File: config.mk
export PLATFORM = sky130hd
export DESIGN_NAME = scs_top
export DESIGN_NICKNAME = d
export VERILOG_FILES = /design/src/common/scs_pkg.sv /design/src/rtl/scs_top.sv
export VERILOG_INCLUDE_DIRS = /design/src /design/src/common
export SDC_FILE = /design/constraint.sdc
export NUM_CORES = 1
export LEC_CHECK = 0
export ABC_CLOCK_PERIOD_IN_PS = 2020
export BUFFER_PORTS_ARGS = -buffer_cell sky130_fd_sc_hd__buf_2
export CAP_MARGIN = 20
export CORE_AREA = 2 2 72 74
export CTS_BUF_LIST = sky130_fd_sc_hd__clkbuf_8
export DETAILED_ROUTE_END_ITERATION = 8
export DIE_AREA = 0 0 74 76
export GPL_ROUTABILITY_DRIVEN = 0
export PLACE_DENSITY = 0.69
export SETUP_SLACK_MARGIN = 0.4
export SYNTH_ARGS = -nofsm -noshare
export SYNTH_HDL_FRONTEND = slang
export SYNTH_SLANG_ARGS = --single-unit
File: constraint.sdc
create_clock -name clk -period 2.02 [get_ports clk]
set_input_delay 0 -clock clk [delete_from_list [all_inputs] [get_ports clk]]
set_output_delay 0 -clock clk [all_outputs]
set_load 0.01 [all_outputs]
File: src/common/scs_defs.svh
// register offsets, field positions, codes and reset values of the clock select block
`ifndef SCS_DEFS_SVH
`define SCS_DEFS_SVH
`define SCS_ADDR_W        12
`define SCS_OFS_STATUS    12'h00c
`define SCS_OFS_SELECT    12'h010
`define SCS_OFS_UNLOCK    12'h100
`define SCS_SYS_LSB       0
`define SCS_SYS_MSB       2
`define SCS_TICK_LSB      3
`define SCS_TICK_MSB      5
`define SCS_MISMATCH_BIT  7
`define SCS_STB_XTAL_BIT  0
`define SCS_STB_PLL_BIT   2
`define SCS_STB_SLOW_BIT  3
`define SCS_STB_FAST_BIT  4
`define SCS_SRC_XTAL      3'h0
`define SCS_SRC_PLL       3'h2
`define SCS_SRC_SLOW      3'h3
`define SCS_SRC_FAST      3'h7
`define SCS_TICK_XTAL     3'h0
`define SCS_TICK_XTAL_D2  3'h2
`define SCS_TICK_HCLK_D2  3'h3
`define SCS_TICK_FAST_D2  3'h7
`define SCS_TICK_RESET    3'h7
`define SCS_SYS_RESET     3'h7
`define SCS_KEY1          8'h59
`define SCS_KEY2          8'h16
`define SCS_KEY3          8'h88
`endif

File: src/common/scs_pkg.sv
// types shared by the clock select block
`default_nettype none
`include "scs_defs.svh"
package scs_pkg;
  typedef struct packed {
    logic [`SCS_ADDR_W-1:0] addr;
    logic [31:0]            wdata;
    logic                   wr;
    logic                   rd;
  } scs_bus_req_t;
  typedef enum logic [3:0] {
    SCS_LOCKED = 4'b0001,
    SCS_KEY1_OK = 4'b0010,
    SCS_KEY2_OK = 4'b0100,
    SCS_OPEN    = 4'b1000
  } scs_lock_t;
endpackage
`default_nettype wire

File: src/rtl/scs_top.sv
// system clock and tick clock source select with write protection
// Summary of operation
// - the active system clock source code follows the select field: 000 crystal, 010 pll, 011 slow rc, 111 fast rc.
// - after any reset the system select field is reloaded from the boot clock option pins.
// - both select fields are written only after the unlock bytes 59h, 16h, 88h have been written in order.
// - when the tick core clock choice is 1 the tick runs on every clock, otherwise it follows the tick select.
// - tick select decodes 000 crystal, 010 crystal/2, 011 clock/2, 111 fast rc/2, others give no tick.
// - the old source stays active until the new one is stable, and status bit 7 shows the mismatch meanwhile.
//
// Design decision made here: the plain strobed port.
`timescale 1ns/10ps
`default_nettype none
`include "scs_defs.svh"
module scs_top (
  input  wire logic                 clk,
  input  wire logic                 arst_n,
  input  wire scs_pkg::scs_bus_req_t bus,
  output logic [31:0]               rd_data,
  input  wire logic [2:0]           boot_clock_option,
  input  wire logic                 tick_core_clock_choice,
  input  wire logic                 xtal_stable_pin,
  input  wire logic                 pll_stable_pin,
  input  wire logic                 slow_rc_stable_pin,
  input  wire logic                 fast_rc_stable_pin,
  input  wire logic                 external_crystal_clock,
  input  wire logic                 fast_internal_rc,
  output logic [2:0]                sys_clock_source,
  output logic                      switch_mismatch_flag,
  output logic                      tick_enable
);
  import scs_pkg::*;

  // two-flop synchronisers for every pin from another domain
  localparam int NSYNC = 6;
  wire logic [NSYNC-1:0] pin_in;
  wire logic [NSYNC-1:0] pin_sync;
  assign pin_in = {fast_internal_rc, external_crystal_clock, fast_rc_stable_pin,
                   slow_rc_stable_pin, pll_stable_pin, xtal_stable_pin};
  genvar gi;
  generate
    for (gi = 0; gi < NSYNC; gi++) begin : g_sync
      // per-bit flops keep one writer per variable
      logic stage1_reg;
      logic stage2_reg;
      always_ff @(posedge clk or negedge arst_n) begin
        if (!arst_n) begin
          stage1_reg <= 1'b0;
          stage2_reg <= 1'b0;
        end else begin
          stage1_reg <= pin_in[gi];
          stage2_reg <= stage1_reg;
        end
      end
      assign pin_sync[gi] = stage2_reg;
    end
  endgenerate

  wire logic xtal_stb = pin_sync[0];
  wire logic pll_stb  = pin_sync[1];
  wire logic lrc_stb  = pin_sync[2];
  wire logic frc_stb  = pin_sync[3];
  wire logic xtal_lvl = pin_sync[4];
  wire logic frc_lvl  = pin_sync[5];

  // unlock sequence
  scs_lock_t lock_reg;
  scs_lock_t lock_next;
  wire logic [7:0] wbyte     = bus.wdata[7:0];
  wire logic       wr_unlock = bus.wr && (bus.addr == `SCS_OFS_UNLOCK);
  wire logic       wr_select = bus.wr && (bus.addr == `SCS_OFS_SELECT);
  wire logic       unlocked  = (lock_reg == SCS_OPEN);

  always_comb begin
    lock_next = lock_reg;
    if (wr_unlock) begin
      if (wbyte == `SCS_KEY1) begin
        lock_next = SCS_KEY1_OK;
      end else begin
        case (lock_reg)
          SCS_KEY1_OK: lock_next = (wbyte == `SCS_KEY2) ? SCS_KEY2_OK : SCS_LOCKED;
          SCS_KEY2_OK: lock_next = (wbyte == `SCS_KEY3) ? SCS_OPEN : SCS_LOCKED;
          default:     lock_next = SCS_LOCKED;
        endcase
      end
    end
  end

  always_ff @(posedge clk or negedge arst_n) begin
    if (!arst_n) begin
      lock_reg <= SCS_LOCKED;
    end else begin
      lock_reg <= lock_next;
    end
  end

  // select register; the boot option is caught on the first edge after release
  logic       loaded_reg;
  logic [2:0] sys_sel_reg;
  logic [2:0] sys_sel_next;
  logic [2:0] tick_sel_reg;
  logic [2:0] tick_sel_next;
  logic [2:0] active_reg;
  logic [2:0] active_next;
  wire logic  sel_write = wr_select && unlocked;

  assign sys_sel_next  = !loaded_reg ? boot_clock_option :
                         sel_write ? bus.wdata[`SCS_SYS_MSB:`SCS_SYS_LSB] : sys_sel_reg;
  assign tick_sel_next = sel_write ? bus.wdata[`SCS_TICK_MSB:`SCS_TICK_LSB] : tick_sel_reg;

  // reserved code 001 has no stable source, so the old clock stays
  logic req_stable;
  always_comb begin
    case (sys_sel_reg)
      `SCS_SRC_XTAL: req_stable = xtal_stb;
      `SCS_SRC_PLL:  req_stable = pll_stb;
      `SCS_SRC_SLOW: req_stable = lrc_stb;
      `SCS_SRC_FAST: req_stable = frc_stb;
      default:       req_stable = 1'b0;
    endcase
  end

  assign active_next = !loaded_reg ? boot_clock_option :
                       req_stable ? sys_sel_reg : active_reg;
  wire logic mismatch_next = loaded_reg && (active_next != sys_sel_next);

  always_ff @(posedge clk or negedge arst_n) begin
    if (!arst_n) begin
      loaded_reg           <= 1'b0;
      sys_sel_reg          <= `SCS_SYS_RESET;
      tick_sel_reg         <= `SCS_TICK_RESET;
      active_reg           <= `SCS_SYS_RESET;
      switch_mismatch_flag <= 1'b0;
    end else begin
      loaded_reg           <= 1'b1;
      sys_sel_reg          <= sys_sel_next;
      tick_sel_reg         <= tick_sel_next;
      active_reg           <= active_next;
      switch_mismatch_flag <= mismatch_next;
    end
  end
  assign sys_clock_source = active_reg;

  // tick source: rising edges of sampled clocks, halved by toggles
  logic xtal_prev_reg;
  logic frc_prev_reg;
  logic xtal_half_reg;
  logic frc_half_reg;
  logic hclk_half_reg;
  wire logic xtal_rise = xtal_lvl && !xtal_prev_reg;
  wire logic frc_rise  = frc_lvl && !frc_prev_reg;
  logic tick_sel_pulse;
  always_comb begin
    case (tick_sel_reg)
      `SCS_TICK_XTAL:    tick_sel_pulse = xtal_rise;
      `SCS_TICK_XTAL_D2: tick_sel_pulse = xtal_rise && xtal_half_reg;
      `SCS_TICK_HCLK_D2: tick_sel_pulse = hclk_half_reg;
      `SCS_TICK_FAST_D2: tick_sel_pulse = frc_rise && frc_half_reg;
      default:           tick_sel_pulse = 1'b0;
    endcase
  end
  wire logic tick_next = tick_core_clock_choice | tick_sel_pulse;

  always_ff @(posedge clk or negedge arst_n) begin
    if (!arst_n) begin
      xtal_prev_reg <= 1'b0;
      frc_prev_reg  <= 1'b0;
      xtal_half_reg <= 1'b0;
      frc_half_reg  <= 1'b0;
      hclk_half_reg <= 1'b0;
      tick_enable   <= 1'b0;
    end else begin
      xtal_prev_reg <= xtal_lvl;
      frc_prev_reg  <= frc_lvl;
      xtal_half_reg <= xtal_half_reg ^ xtal_rise;
      frc_half_reg  <= frc_half_reg ^ frc_rise;
      hclk_half_reg <= ~hclk_half_reg;
      tick_enable   <= tick_next;
    end
  end

  // read mux; unmapped addresses read zero
  wire logic [31:0] status_word = {24'h0, switch_mismatch_flag, 2'h0, frc_stb, lrc_stb, pll_stb, 1'b0, xtal_stb};
  wire logic [31:0] select_word = {26'h0, tick_sel_reg, sys_sel_reg};
  wire logic [31:0] unlock_word = {31'h0, unlocked};
  wire logic [31:0] rd_mux = (bus.addr == `SCS_OFS_STATUS) ? status_word :
                             (bus.addr == `SCS_OFS_SELECT) ? select_word :
                             (bus.addr == `SCS_OFS_UNLOCK) ? unlock_word : 32'h00000000;

  always_ff @(posedge clk or negedge arst_n) begin
    if (!arst_n) begin
      rd_data <= 32'h00000000;
    end else begin
      rd_data <= bus.rd ? rd_mux : 32'h00000000;
    end
  end
endmodule // scs_top
`default_nettype wire

# After elaboration in Yosys (flattened, before gate mapping)
# Cells that the tools add are included.
# classes
bitwise_logic	4
n_mux	14
n_reduce_logical	12
n_eq_ne	16
# ops
operator	count
$mux 8	2
$mux 3	5
$eq 12x4->1 const B	1
$eq 12x5->1 const B	1
$eq 12x9->1 const B	1
$eq 3x2->1 const B	4
$eq 8x5->1 const B	1
$eq 8x7->1 const B	1
$eq 8x8->1 const B	1
$logic_and 1x1->1	8
$mux 4	2
$pmux 1 s4	2
$pmux 4 s2	1
$eq 3x3->1 const B	2
$logic_not 3->1	2
$mux 6	1
$eq 4x2->1 const B	1
$eq 4x3->1 const B	1
$eq 4x4->1 const B	1
$ne 3x3->1	1
$logic_not 1->1	2
$xor 1x1->1	2
$mux 1	1
$not 1->1	1
$or 1x1->1	1
# word_totals
wordCells	71
ff_bits	41

# Longest topological paths before layout
# depth
ltp_word	7
depth_mapped	7
mapped_depth_nobuf	6

# Least setup slack after synthesis
# Ideal clock, no wire load.
# synth_path
path_kind	register -> register
from	register lock_reg[1]
to	register switch_mismatch_flag
path_stages_with_launch	6
period_less_slack_ns	2.039
t_arrival_ns	1.915
path_slack_ns	-0.019
required_ns	1.896
cell_sequence	dfrtp_1 > or4b_4 > nor3_4 > mux2i_1 > xor2_1 > o31a_1
# synth_between
elab_chain_cells	6
# synth_lines
element	line_no	source
start: declaration	scs_top.sv:66	scs_lock_t lock_reg;
start signal: assignment	scs_top.sv:92	lock_reg <= lock_next;
$eq 4x4->1	scs_top.sv:71	wire logic unlocked = (lock_reg == SCS_OPEN);
$logic_and 1x1->1	scs_top.sv:104	wire logic sel_write = wr_select && unlocked;
$mux 3	scs_top.sv:107	sel_write ? bus.wdata[`SCS_SYS_MSB:`SCS_SYS_LSB] : sys_sel_reg;
$mux 3	scs_top.sv:106	assign sys_sel_next = !loaded_reg ? boot_clock_option :
$ne 3x3->1	scs_top.sv:124	wire logic mismatch_next = loaded_reg && (active_next != sys_sel_next);
$logic_and 1x1->1	scs_top.sv:124	
named net mismatch_next	scs_top.sv:124	
end signal: assignment	scs_top.sv:138	switch_mismatch_flag <= mismatch_next;
end: declaration	scs_top.sv:28	output logic switch_mismatch_flag,
# The timed path passes the listed nets, and every way through them passes these cells.
# A chain may end at the register's enable or synchronous reset.

# Worst setup path after layout
# Same ends and word-level chain as after synthesis.

==> impl_metrics.csv <==
group,metric,value,unit
synthesis,ys.flop_type,"dfrtp_1",
timing,slew_headroom,0.438,
grt,grt-ovfl-total,0,
timing,min_period,2040,ps
placed_design,pre_cts_ws,19.4,ps
timing,slew_viol_final,0,
synthesis,synth_commonest_cells,"dfrtp_1, buf_4, nand2_1",
critical_path,critPathArrivalTime,2220,ps
timing,setup_viol,1,
status,status,"finished with violations",
critical_path,path_cells,"or4b_4 -> or4_1 -> o32ai_1 -> a211oi_1 -> o31a_1",
critical_path,worst-path-buf-inv,0,
grt,grt_max_degree,41,
critical_path,start_kind,"flip-flop",
critical_path,r2r_cells,5,
timing,rsz0062_at_grt,"true",
clocking,path_clk_slew,80,ps
grt,track_usage,0.132,
detailed_routing,wirelength,3600,um
cells_and_area,largest_reg_flops,7,
synthesis,ys_ff_latch,40,
floorplan,chipWidth,74,um
pwr,leakage,1.20,nW
detailed_routing,wl_per_cell,11.4,um
synthesis,synth_edf_count,0,
critical_path,reg2reg_from,"lock_reg[1]",
clocking,htreeDepth,2,
synthesis,ys_seq_area_frac,0.540,
grt,grt_antenna_before_repair,0,
floorplan,rows,26,
detailed_routing,vias,1389,
synthesis,ys_types,43,
clocking,cts_buffer_depth,2,
timing,fin_skew,9.15,ps
critical_path,worst-setup-path-type,"flip-flop to flip-flop",
synthesis,yosys_warnings,0,
synthesis,yosysTopAreaCellShare,0.400,
placed_design,io_buffer_count,45,
synthesis,synth.avg_cell_area,10.8,um2
critical_path,cp_slowest_stage_delay,560,ps
synthesis,yosys.area.top_type,"dfrtp_1",
synthesis,yosys-top-cells-area,"dfrtp_1, dfstp_2, buf_4, nand2_1, o21ai_0",
cells_and_area,area_growth,32.1,%
timing,final-hold-violation-count,0,
timing,period_share,1.01,
floorplan,num_io_pins,95,
synthesis,synth_most_common_cell,"dfrtp_1",
synthesis,synthCells,173,
cells_and_area,antenna_cells,0,
critical_path,endpoint_kind,"flip-flop",
grt,grt_pass1_wl,5770,um
clocking,cts_sinks,40,
placed_design,dp.final_hpwl,2650,um
critical_path,worst_ep_required_time,2210,ps
critical_path,slowest_stage,"or4b_4",
clocking,cts_tree,"done",
floorplan,core,4910,um2
timing,timing.hold.ws,22.7,ps
clocking,cts_root_buf,"clkbuf_8",
clocking,cts_made_buffers,5,
detailed_routing,drc_errors,0,
detailed_routing,drtIter0Drc,62,
flow_run,maxCapViolCount,0,
timing,finalWorstSetupSlack,-19.6,ps
detailed_routing,viasPerCell,4.38,
pwr,p_per_area,740,nW/um2
status,violations,"setup timing",
detailed_routing,dr.pass1.iters,4,
floorplan,start_util,0.382,
critical_path,cp_max_fo,4,
clocking,clock_latency,290,ps
synthesis,synth_area,1880,um2
floorplan,die_area,5620,um2
synthesis,synthArstFlopShare,1.00,
critical_path,startpoint,"lock_reg[1]",
worst_hold_path,min_from,"bus[0]",
cells_and_area,drive_gt1_frac,0.368,
timing,tightest_slew,843,ps
worst_hold_path,min_path_type,"input pin to flip-flop",
grt,grt_pass1_vias,1312,
critical_path,reg2reg_slack,-20,ps
critical_path,timing.critical_path.to,"switch_mismatch_flag",
detailed_routing,ant_nets,0,
critical_path,path_delay_family,"simple AND/OR/NAND/NOR gates",
timing,fmax,0.490,GHz
critical_path,cp_num_cells,5,
critical_path,r2r-end,"switch_mismatch_flag",
cells_and_area,final_nets,306,
floorplan,die_h,76,um
pwr,irDropWorstVdd,0.449,mV
==> worst reg2reg max path, cell delays in order (launching register included) <==
cell	delay (ps)
dfrtp_1	410
or4b_4	570
or4_1	430
o32ai_1	130
a211oi_1	90
o31a_1	310
==> cells by family after synthesis <==
group,count (synthesis),synth area share
AOI/OAI and AO/OA,32,0.117
xor gates and xnor gates,3,0.0140
adders and majority gates,2,0.0133
buffers and inverters,34,0.119
DFF,40,0.540
muxes,6,0.0334
other,2,0.00400
and+or+nand+nor,54,0.159
==> metal layers <==
layer | up-vias | global-route usage | share of wire
met1 | 641 | 0.175 | 0.46
li1 | 696 | - | -
met5 | - | 0 | 0
met2 | 47 | 0.204 | 0.46
met4 | 0 | 0.0436 | 0.013
met3 | 5 | 0.0423 | 0.069
==> per-stage QoR <==
step	TNS (ps)	util	area [um2]	std cells	power, mW
2_1_floorplan	0	-	1980	197	1.06
3_3_place_gp	0	0.434	2130	291	1.12
3_5_place_dp	0	0.434	2130	291	1.12
4_1_cts	0	0.492	2420	315	1.84
5_1_grt	-76.3	0.504	2480	317	1.91
6_report	-19.6	0.504	2480	317	1.83
==> final cells by class <==
type	instances	area, um2
multi-input combinational	123	777
sequential	40	1010
timing repair buffer	69	452
tap	70	87.6
clock buffer	6	82.6
inverter	7	26.3
clock inverter	2	38.8
fill	454	2430
==> what timing repair did <==
action,CTS,global route
buffers inserted,2,2
hold buffers,14,0
endpoints found under the hold margin,46,0
setup endpoints to repair,6,9
gates resized for setup,3,14
pin swaps,0,3
cloned,0,0
==> worst min path at each step <==
| stage | endpoint | slack, ps | cells after the start |
|---|---|---|---|
| after floorplan | frc_half_reg | -300 | 0 |
| after global placement | g_sync[0].stage1_reg | 110 | 1 |
| after detailed placement | g_sync[2].stage1_reg | 110 | 1 |
| after CTS | rd_data[5] | 8 | 3 |
| after global routing | rd_data[5] | 30 | 3 |
| final | rd_data[5] | 20 | 3 |
==> power by group <==
| group | total [mW] | switching [mW] | internal [mW] |
|---|---|---|---|
| registers | 0.897 | 0.0316 | 0.866 |
| logic | 0.252 | 0.132 | 0.120 |
| clock network | 0.683 | 0.279 | 0.404 |
==> cells in the final DEF (no fill, tap or decap), types with 4 or more instances in the layout <==
cell	n
o21ai_0	7
a21oi_1	4
buf_2	45
conb_1	26
nor3_1	6
inv_1	7
buf_4	7
nor2b_1	4
nand2_1	12
dfstp_2	10
clkbuf_8	6
nor2_1	8
dlygate4sd3_1	14
dfrtp_1	30
Note: power is estimated with default switching activity, not from simulation.
